### src/verilog/bac_pkg.sv
// Constants and carrier types for the bus area controller.
// Assumes a 20-bit CPU address and 8-bit register port data.
package bac_pkg;

  // ****************************************
  // Register port map
  // ****************************************
  localparam int BAC_REG_AW = 2;
  localparam logic [1:0] BAC_IDX_BYTE_AREA = 2'h0;
  localparam logic [1:0] BAC_IDX_THREE_STATE = 2'h1;
  localparam logic [1:0] BAC_IDX_BUS_CONTROL = 2'h2;

  // ****************************************
  // Bus control field positions
  // ****************************************
  localparam int BAC_BIT_BCE = 7;
  localparam int BAC_BIT_P0SO = 6;
  localparam int BAC_BIT_RSVD = 5;
  localparam int BAC_BIT_P9A = 4;
  localparam int BAC_BIT_EXP = 3;
  localparam int BAC_BIT_PUC = 2;
  localparam int BAC_BIT_PBC = 1;
  localparam int BAC_BIT_P12 = 0;

  // ****************************************
  // Reset values
  // ****************************************
  localparam logic [7:0] BAC_BYTE_AREA_RST = 8'hFF;
  localparam logic [7:0] BAC_THREE_MIN_RST = 8'hEE;
  localparam logic [7:0] BAC_THREE_MAX_RST = 8'h0E;
  localparam logic [4:0] BAC_PORT_BITS_RST = 5'h1F;
  localparam logic [2:0] BAC_MODE_RST = 3'h7;

  // ****************************************
  // Address map
  // ****************************************
  localparam logic [19:0] BAC_ROM0_TOP = 20'h03FFF;
  localparam logic [19:0] BAC_ROM1_BASE = 20'h10000;
  localparam logic [19:0] BAC_ROM1_TOP = 20'h2FFFF;
  localparam logic [15:0] BAC_RAM_BASE = 16'hEE80;
  localparam logic [15:0] BAC_RAM_TOP = 16'hFE7F;
  localparam logic [15:0] BAC_REGS_BASE = 16'hFE80;
  localparam logic [15:0] BAC_P12_BASE = 16'hFE80;
  localparam logic [15:0] BAC_P9A_BASE = 16'hFE90;
  localparam logic [15:0] BAC_PBC_BASE = 16'hFE94;
  localparam logic [15:0] BAC_PUC_BASE = 16'hFE98;
  localparam logic [15:0] BAC_EXP_BASE = 16'hFE9C;
  localparam logic [15:0] BAC_GROUP_MASK = 16'hFFFC;

  // ****************************************
  // Types
  // ****************************************
  typedef enum logic [2:0] {
    BAC_M1 = 3'h1,
    BAC_M2 = 3'h2,
    BAC_M3 = 3'h3,
    BAC_M4 = 3'h4,
    BAC_M5 = 3'h5,
    BAC_M6 = 3'h6,
    BAC_M7 = 3'h7
  } bac_mode_t;

  typedef struct packed {
    logic external;
    logic wide;
    logic three_state;
    logic upper_only;
    logic onchip;
  } bac_dec_t;

endpackage

### src/verilog/bac_core.sv
// Bus area controller: picks width and cycle length for every CPU access.
// Assumes mode pins are static straps and CPU requests come on ref_clk_i.
//
// Function
// - Page-zero override on makes every external page 0 access three-state.
// - In mode 7 the page-zero override has no effect.
// - Bus control bit 5 is read-only and always reads 1.
// - Port 9/A enable low sends its four addresses external, 8-bit, three-state.
// - Expanded-port bit low makes its four addresses external 8-bit three-state.
// - Pull-up control enable low sends its addresses external 8-bit three-state.
// - Port B/C enable low sends its four addresses external 8-bit three-state.
// - Port 1/2 enable low sends its four addresses external 8-bit three-state.
// - In mode 7 the port bits and expanded-port bit stay 1.
// - Mode 1 reset map: 16-bit two-state low, 16-bit three-state above EE00.
// - Enabled on-chip RAM is always 16-bit two-state.
// - Mode 2: ROM 16-bit two-state, external 8-bit three-state.
// - Mode 3 reset map: two-state below 0E000, three-state above.
// - Mode 4 reset map: ROM and low external two-state, higher three-state.
// - Mode 5 after reset: all external space 8-bit three-state on the upper byte.
// - Mode 6 after reset: external 8-bit three-state on the upper byte.
// - Mode 7 makes no external cycles; ROM is 16-bit two-state.
// - Boundary writes act from the very next bus cycle.
// - Bus control bits 4 to 0 rebuild lost ports off-chip.
// - Controller enable low forces every external access to 8-bit three-state.
// - Three-state boundary holds address bits 19:12 in modes 3 to 5, bits 15:8 otherwise; at or above is three-state.
`timescale 1ns/10ps

module bac_core
  import bac_pkg::*;
#(
  parameter int ADDR_W = 20
) (
  input wire logic ref_clk_i,
  input wire logic reset_n_i,
  input wire logic [2:0] mode_pins_i,
  input wire logic ram_enable_i,
  input wire logic [1:0] reg_addr_i,
  input wire logic [7:0] reg_wdata_i,
  input wire logic reg_wr_i,
  input wire logic reg_rd_i,
  output logic [7:0] reg_rdata_o,
  input wire logic [ADDR_W-1:0] acc_addr_i,
  input wire logic acc_req_i,
  output logic acc_valid_o,
  output bac_dec_t acc_dec_o,
  output logic ready_o
);

  // ****************************************
  // Elaboration check
  // ****************************************
  if (ADDR_W != 20) begin : g_bad_width
    $error("bac_core serves a 20-bit address only");
  end
  if (BAC_REG_AW != 2) begin : g_bad_index
    $error("bac_core decodes a 2-bit register index only");
  end
  // The read view packs the fields by position, so the package must keep that order.
  if (BAC_BIT_BCE != 7 || BAC_BIT_P0SO != 6 || BAC_BIT_RSVD != 5) begin : g_bad_upper
    $error("bac_core expects enable, override and reserved at bits 7 to 5");
  end
  if (BAC_BIT_P9A != 4 || BAC_BIT_EXP != 3 || BAC_BIT_PUC != 2 || BAC_BIT_PBC != 1 || BAC_BIT_P12 != 0) begin : g_bad_ports
    $error("bac_core expects the port group bits at 4 to 0");
  end

  // ****************************************
  // Mode strap capture
  // ****************************************
  // The strap cannot be loaded under reset, so it is caught after release.
  logic [2:0] mode_s1_reg;
  logic [2:0] mode_s2_reg;
  bac_mode_t mode_reg;
  bac_mode_t mode_next;
  logic [1:0] init_cnt_reg;
  logic ready_reg;
  wire init_step = !ready_reg && (init_cnt_reg == 2'h2);

  always_ff @(posedge ref_clk_i or negedge reset_n_i) begin
    if (!reset_n_i) begin
      mode_s1_reg <= 3'h0;
    end else begin
      mode_s1_reg <= mode_pins_i;
    end
  end

  // Only this second stage may feed logic; the first one can still be settling.
  always_ff @(posedge ref_clk_i or negedge reset_n_i) begin
    if (!reset_n_i) begin
      mode_s2_reg <= 3'h0;
    end else begin
      mode_s2_reg <= mode_s1_reg;
    end
  end

  // ****************************************
  // Strap decode
  // ****************************************
  always_comb begin
    case (mode_s2_reg)
      3'h1: mode_next = BAC_M1;
      3'h2: mode_next = BAC_M2;
      3'h3: mode_next = BAC_M3;
      3'h4: mode_next = BAC_M4;
      3'h5: mode_next = BAC_M5;
      3'h6: mode_next = BAC_M6;
      default: mode_next = BAC_M7;
    endcase
  end

  // ****************************************
  // Start-up sequence
  // ****************************************
  wire [1:0] init_cnt_next = (!ready_reg && init_cnt_reg != 2'h2) ? init_cnt_reg + 2'h1 : init_cnt_reg;

  always_ff @(posedge ref_clk_i or negedge reset_n_i) begin
    if (!reset_n_i) begin
      init_cnt_reg <= 2'h0;
    end else begin
      init_cnt_reg <= init_cnt_next;
    end
  end

  // The mode is taken once; a strap that moves later has no effect until the next reset.
  always_ff @(posedge ref_clk_i or negedge reset_n_i) begin
    if (!reset_n_i) begin
      mode_reg <= BAC_M7;
    end else if (init_step) begin
      mode_reg <= mode_next;
    end
  end

  always_ff @(posedge ref_clk_i or negedge reset_n_i) begin
    if (!reset_n_i) begin
      ready_reg <= 1'b0;
    end else if (init_step) begin
      ready_reg <= 1'b1;
    end
  end

  // ****************************************
  // Mode decode
  // ****************************************
  wire is_m2 = (mode_reg == BAC_M2);
  wire is_m4 = (mode_reg == BAC_M4);
  wire is_m7 = (mode_reg == BAC_M7);
  wire is_m56 = (mode_reg == BAC_M5) || (mode_reg == BAC_M6);
  wire max_mode = (mode_reg == BAC_M3) || is_m4 || (mode_reg == BAC_M5);
  wire next_max = (mode_next == BAC_M3) || (mode_next == BAC_M4) || (mode_next == BAC_M5);

  // ****************************************
  // Registers
  // ****************************************
  logic [7:0] byte_area_reg;
  logic [7:0] three_state_reg;
  logic bce_reg;
  logic p0so_reg;
  logic [4:0] port_bits_reg;

  // ****************************************
  // Register write decode
  // ****************************************
  wire wr_byte = reg_wr_i && (reg_addr_i == BAC_IDX_BYTE_AREA);
  wire wr_three = reg_wr_i && (reg_addr_i == BAC_IDX_THREE_STATE);
  wire wr_ctrl = reg_wr_i && (reg_addr_i == BAC_IDX_BUS_CONTROL);
  // Outside modes 5 and 6 the controller is always on and cannot be cleared.
  wire bce_eff = bce_reg || !is_m56;
  wire bce_next = wr_ctrl && is_m56 ? reg_wdata_i[BAC_BIT_BCE] : bce_reg;
  // Clears to port bits are dropped in mode 7.
  wire [4:0] port_bits_next = wr_ctrl ? (reg_wdata_i[4:0] | {5{is_m7}}) : port_bits_reg;
  wire [7:0] three_state_next = init_step ? (next_max ? BAC_THREE_MAX_RST : BAC_THREE_MIN_RST)
                                          : (wr_three ? reg_wdata_i : three_state_reg);
  // Bit 5 has no storage, so a write cannot change it.
  wire [7:0] ctrl_view = {bce_eff, p0so_reg, 1'b1, port_bits_reg};
  wire [7:0] rd_mux = (reg_addr_i == BAC_IDX_BYTE_AREA) ? byte_area_reg :
                      (reg_addr_i == BAC_IDX_THREE_STATE) ? three_state_reg :
                      (reg_addr_i == BAC_IDX_BUS_CONTROL) ? ctrl_view : 8'h00;
  wire [7:0] rdata_next = reg_rd_i ? rd_mux : 8'h00;
  wire [7:0] byte_area_next = wr_byte ? reg_wdata_i : byte_area_reg;
  wire p0so_next = wr_ctrl ? reg_wdata_i[BAC_BIT_P0SO] : p0so_reg;

  // ****************************************
  // Register storage
  // ****************************************
  always_ff @(posedge ref_clk_i or negedge reset_n_i) begin
    if (!reset_n_i) begin
      byte_area_reg <= BAC_BYTE_AREA_RST;
    end else begin
      byte_area_reg <= byte_area_next;
    end
  end

  // The mode reset value arrives with the start-up step and wins over a racing write.
  always_ff @(posedge ref_clk_i or negedge reset_n_i) begin
    if (!reset_n_i) begin
      three_state_reg <= BAC_THREE_MIN_RST;
    end else begin
      three_state_reg <= three_state_next;
    end
  end

  always_ff @(posedge ref_clk_i or negedge reset_n_i) begin
    if (!reset_n_i) begin
      bce_reg <= 1'b0;
    end else begin
      bce_reg <= bce_next;
    end
  end

  always_ff @(posedge ref_clk_i or negedge reset_n_i) begin
    if (!reset_n_i) begin
      p0so_reg <= 1'b0;
    end else begin
      p0so_reg <= p0so_next;
    end
  end

  always_ff @(posedge ref_clk_i or negedge reset_n_i) begin
    if (!reset_n_i) begin
      port_bits_reg <= BAC_PORT_BITS_RST;
    end else begin
      port_bits_reg <= port_bits_next;
    end
  end

  // ****************************************
  // Read path
  // ****************************************
  always_ff @(posedge ref_clk_i or negedge reset_n_i) begin
    if (!reset_n_i) begin
      reg_rdata_o <= 8'h00;
    end else begin
      reg_rdata_o <= rdata_next;
    end
  end

  // ****************************************
  // Address decode
  // ****************************************
  wire [15:0] low16 = acc_addr_i[15:0];
  wire [3:0] page = max_mode ? acc_addr_i[19:16] : 4'h0;
  wire page0 = (page == 4'h0);
  wire rom_lo = (acc_addr_i <= BAC_ROM0_TOP);
  wire rom_hi = (acc_addr_i >= BAC_ROM1_BASE) && (acc_addr_i <= BAC_ROM1_TOP);
  // Only modes 2, 4 and 7 have on-chip ROM in the map.
  wire rom_hit = (rom_lo && (is_m2 || is_m4 || is_m7)) || (rom_hi && (is_m4 || is_m7));
  wire ram_hit = ram_enable_i && page0 && (low16 >= BAC_RAM_BASE) && (low16 <= BAC_RAM_TOP);
  wire regs_hit = page0 && (low16 >= BAC_REGS_BASE);

  // ****************************************
  // Port groups
  // ****************************************
  // Each disabled port group turns its four addresses into external space.
  localparam logic [15:0] GROUP_BASE [5] = '{BAC_P12_BASE, BAC_PBC_BASE, BAC_PUC_BASE,
                                              BAC_EXP_BASE, BAC_P9A_BASE};
  // The group match masks two address bits, so every base must sit on a four-byte boundary.
  for (genvar c = 0; c < 5; c++) begin : g_base_check
    if (GROUP_BASE[c][1:0] != 2'h0) begin : g_bad_base
      $error("bac_core port group base is not aligned");
    end
  end
  logic [4:0] group_off;
  for (genvar g = 0; g < 5; g++) begin : g_port
    assign group_off[g] = page0 && ((low16 & BAC_GROUP_MASK) == GROUP_BASE[g])
                          && !port_bits_reg[g];
  end
  wire port_ext = |group_off;

  // ****************************************
  // Area selection
  // ****************************************
  wire [7:0] top8 = max_mode ? acc_addr_i[19:12] : acc_addr_i[15:8];
  wire over_three = (top8 >= three_state_reg);
  wire over_byte = (top8 > byte_area_reg);
  wire page0_slow = p0so_reg && page0 && !is_m7;
  wire ext_three = over_three || page0_slow || over_byte;
  wire ext_wide = !over_byte;
  wire is_onchip = ram_hit || rom_hit || (regs_hit && !port_ext);
  wire is_ext = !is_onchip && !is_m7;

  // ****************************************
  // Decision logic
  // ****************************************
  bac_dec_t dec_next;

  always_comb begin
    dec_next = '0;
    if (ram_hit || rom_hit) begin
      dec_next.onchip = 1'b1;
      dec_next.wide = 1'b1;
    end else if (regs_hit && !port_ext) begin
      dec_next.onchip = 1'b1;
      dec_next.three_state = 1'b1;
    end else if (is_ext) begin
      dec_next.external = 1'b1;
      if (port_ext) begin
        dec_next.three_state = 1'b1;
        dec_next.upper_only = !is_m2;
      end else if (!bce_eff) begin
        dec_next.three_state = 1'b1;
        dec_next.upper_only = 1'b1;
      end else if (is_m2) begin
        dec_next.three_state = 1'b1;
      end else begin
        dec_next.wide = ext_wide;
        dec_next.three_state = ext_three;
        dec_next.upper_only = !ext_wide;
      end
    end
  end

  // ****************************************
  // Decision output
  // ****************************************
  // Register writes land on the edge ending the write, so the next request sees them.
  // Taking requests only once ready_o shows high keeps every answer behind the visible ready.
  wire acc_take = acc_req_i && ready_o;

  always_ff @(posedge ref_clk_i or negedge reset_n_i) begin
    if (!reset_n_i) begin
      acc_valid_o <= 1'b0;
    end else begin
      acc_valid_o <= acc_take;
    end
  end

  always_ff @(posedge ref_clk_i or negedge reset_n_i) begin
    if (!reset_n_i) begin
      acc_dec_o <= '0;
    end else begin
      acc_dec_o <= acc_take ? dec_next : '0;
    end
  end

  // ****************************************
  // Readiness
  // ****************************************
  always_ff @(posedge ref_clk_i or negedge reset_n_i) begin
    if (!reset_n_i) begin
      ready_o <= 1'b0;
    end else begin
      ready_o <= ready_reg;
    end
  end

endmodule

### config.mk
export PLATFORM = sky130hd
export DESIGN_NAME = bac_core
export DESIGN_NICKNAME = d
export VERILOG_FILES = /design/src/verilog/bac_pkg.sv /design/src/verilog/bac_core.sv
export SDC_FILE = /design/constraint.sdc
export NUM_CORES = 1
export LEC_CHECK = 0
export ABC_AREA = 1
export BUFFER_PORTS_ARGS = -buffer_cell sky130_fd_sc_hd__buf_2
export CAP_MARGIN = 20
export CORE_AREA = 2 2 87 89
export CTS_BUF_LIST = sky130_fd_sc_hd__clkbuf_4
export DETAILED_ROUTE_END_ITERATION = 7
export DIE_AREA = 0 0 89 91
export GPL_TIMING_DRIVEN = 0
export PLACE_DENSITY_LB_ADDON = 0.3
export SLEW_MARGIN = 20
export SYNTH_ARGS = -nofsm -noshare
export SYNTH_HDL_FRONTEND = slang
export SYNTH_SLANG_ARGS = --single-unit
### constraint.sdc
create_clock -name ref_clk_i -period 3.2 [get_ports ref_clk_i]
set_input_delay 0.48 -clock ref_clk_i [delete_from_list [all_inputs] [get_ports ref_clk_i]]
set_output_delay 0.48 -clock ref_clk_i [all_outputs]
set_load 0.05 [all_outputs]
==> impl_metrics.ini <==
[cells_and_area]
fillCellCount = 779
nets = 467
utilization_pct = 45.1
drive_gt1_share_pct = 22.3
stdcell_count = 511
area_growth_pct = 15.7
n_antenna_cell = 0

[timing]
slew_headroom_pct = 59.0
finalClockSkew_ns = 0.0176
tightest_slew_ns = 0.615
finalCritPeriodShare_pct = 82.4
drv_slew = 0
final_hold_viol_count = 0
min_period_ns = 2.64
tns_ns = 0
finalSetupViolations = 0
rsz0062_at_grt = false
fin_ws_ns = 0.564
fmax_mhz = 379

[die]
placementRows = 31
fp.dieW_um = 89
pin_count = 54
fp.dieH_um = 91
die_area_um2 = 8100
initial_core_util_pct = 39.0
core_um2 = 7140

[clock_tree]
root_buffer = clkbuf_4
clk_path_buf_depth = 2
cts_sinks = 50
clk_latency_ns = 0.37
cts_tree = done
postCtsSetupBuffers = 0
cts_resized = 0
cts_buffers = 5
htree_levels = 2
clkTransAtPathRegs_ns = 0.15
hold_buffers = 0

[critical_path]
max_stage_delay_ns = 0.59
arrival_ns = 2.89
cp_max_fo = 9
crit_type = reg -> reg
start_kind = flop
slowest_stage = dfstp_2
critPathBufInv = 1
crit_path_frequent_cell = nand2_1
crit_chain = nand2_1, nand2_1, inv_1, o21ai_0, ha_1, a21o_1, nor2_1, nand2_1, nand2_1, nand3_1, nor2_1, nand2_1, nand2_1, a21oi_1
endpoint_kind = flop
cp_top_family = simple AND/OR/NAND/NOR gates
required_ns = 3.46

[synth]
synthSimpleGateAreaFrac_pct = 20.4
ys_seq_area_share_pct = 46.0
synth.top_cells.by_count = nand2_1, inv_1, o21ai_0
synthAdderAreaFrac_pct = 7.65
synth_flop_cell = dfrtp_1
synth-edff-count = 0
synth_most_common_cell = nand2_1
async_flop_share_pct = 100
synth_top_area_share_pct = 25.2
yosysWarningCount = 0
netlist_instances = 353
synth_top_cell_by_area = dfrtp_1
synth-seq-cells = 50
synth.net_count = 409
synth_compound_area_share_pct = 15.2
synthMuxAreaShare_pct = 0
synth_xor_area_share_pct = 0.315
synth_top_family_by_area = simple AND/OR/NAND/NOR gates
ys_types = 28
synthTopCellsByArea = dfrtp_1, dfstp_2, nand2_1
avgSynthCellArea_um2 = 7.88
netlist_area_um2 = 2780

[pwr]
ir_drop_mv = 0.198
powerDensity_nw_per_um2 = 467
finalPower_mw = 1.50
p_leak_nw = 1.79

[placement]
place_ws_ns = 0.585
placed_cells_incl_taps = 503
place_congestion = 0.881
io_buffers = 51
hpwl_mm = 5.14

[job]
cap_violations = 0

[global_routing]
overflow = 0
grt_antenna_before_repair = 0
grt_pass1_vias = 2352
grt_pass1_wl_mm = 10.6
gr-usage-all-layers_pct = 16.8
grt_max_degree = 51

[route]
wirelength_mm = 6.33
vias = 2404
drt_iter0_markers = 131
dr.pass1.iters = 4
wire_per_inst_um = 12.4
ant_nets = 0
drc = 0
via_per_inst = 4.70

[status]
outcome = finished clean

[min_path]
hold_class = in -> async
final timing paths:
| check | start | endpoint | slack, ns | cells after the start |
|---|---|---|---|---|
| min in group ref_clk_i | mode_pins_i[0] | mode_s1_reg[0] | 0.21 | 1 |
| hold / removal | reset_n_i | reg_rdata_o[2] | 0.1 | 1 |
| max in group asynchronous | reset_n_i | acc_dec_o[0] | 2.67 | 1 |
| setup reg to reg | mode_reg[1] | acc_dec_o[2] | 0.56 | 14 |
| hold reg to reg | mode_s1_reg[0] | mode_s2_reg[0] | 0.37 | 0 |
| setup / recovery | mode_reg[1] | acc_dec_o[2] | 0.56 | 14 |
cells by family (layout without fill, tap and decap cells):
kind of cell | after synthesis | after routing
AOI/OAI and AO/OA | 74 | 74
xor gates and xnor gates | 1 | 1
adders and majority gates | 17 | 17
buffers and inverters | 77 | 136
DFF | 50 | 50
and+or+nand+nor | 134 | 134
worst register-to-register path, stage by stage, from the launching register on:
cell	delay, ns
dfstp_2	0.59
nand2_1	0.09
nand2_1	0.23
inv_1	0.17
o21ai_0	0.31
ha_1	0.31
a21o_1	0.19
nor2_1	0.11
nand2_1	0.06
nand2_1	0.11
nand3_1	0.11
nor2_1	0.09
nand2_1	0.05
nand2_1	0.05
a21oi_1	0.06
metal layers:
metal / share of wire [%] / global-route usage, % / up-vias
li1: - / - / 1238
met1: 50 / 24.3 / 1103
met2: 44 / 25.5 / 59
met3: 5.0 / 2.91 / 4
met4: 1.1 / 5.60 / 0
met5: 0 / 0 / -
where the power goes:
part / total (mW) / internal, mW / switching (mW)
logic: 0.452 / 0.147 / 0.304
registers: 0.767 / 0.735 / 0.0317
clock network: 0.282 / 0.0822 / 0.200
total: 1.50 / 0.965 / 0.536
cell usage in the layout (no fill, tap or decap), types with 2 or more instances in the layout:
cell	synthesis	final
buf_2	1	51
nand3_1	8	8
dfstp_2	22	22
a31oi_1	2	2
inv_2	2	2
nand2_1	80	80
nor2_4	2	2
inv_1	73	73
ha_1	17	17
dfrtp_1	28	28
o21ai_0	34	34
o22ai_1	6	6
clkbuf_4	0	5
nor3_1	2	2
nand2_2	3	3
nor2_1	31	31
a22oi_1	7	7
nand3_2	2	2
a21oi_1	19	19
a211oi_1	3	3
nand4_1	3	3
per-stage QoR:
step	area, um2	hold slack [ns]
2_1_floorplan	2780	0.184
3_3_place_gp	3160	0.336
3_5_place_dp	3160	0.337
4_1_cts	3210	0.202
5_1_grt	3220	0.127
6_report	3220	0.0999
final cells by class:
cell class,count,area [um2],area share (%)
Clock buffer,5,37.5,1.17
Multi-Input combinational cell,226,1210,37.7
Sequential cell,50,1280,39.8
Clock inverter,3,16.3,0.506
Buffer,2,8.76,0.272
Inverter,75,282,8.75
Timing Repair Buffer,51,258,8.02
Tap cell,99,124,3.85
Power figures use the tool's default switching activity.
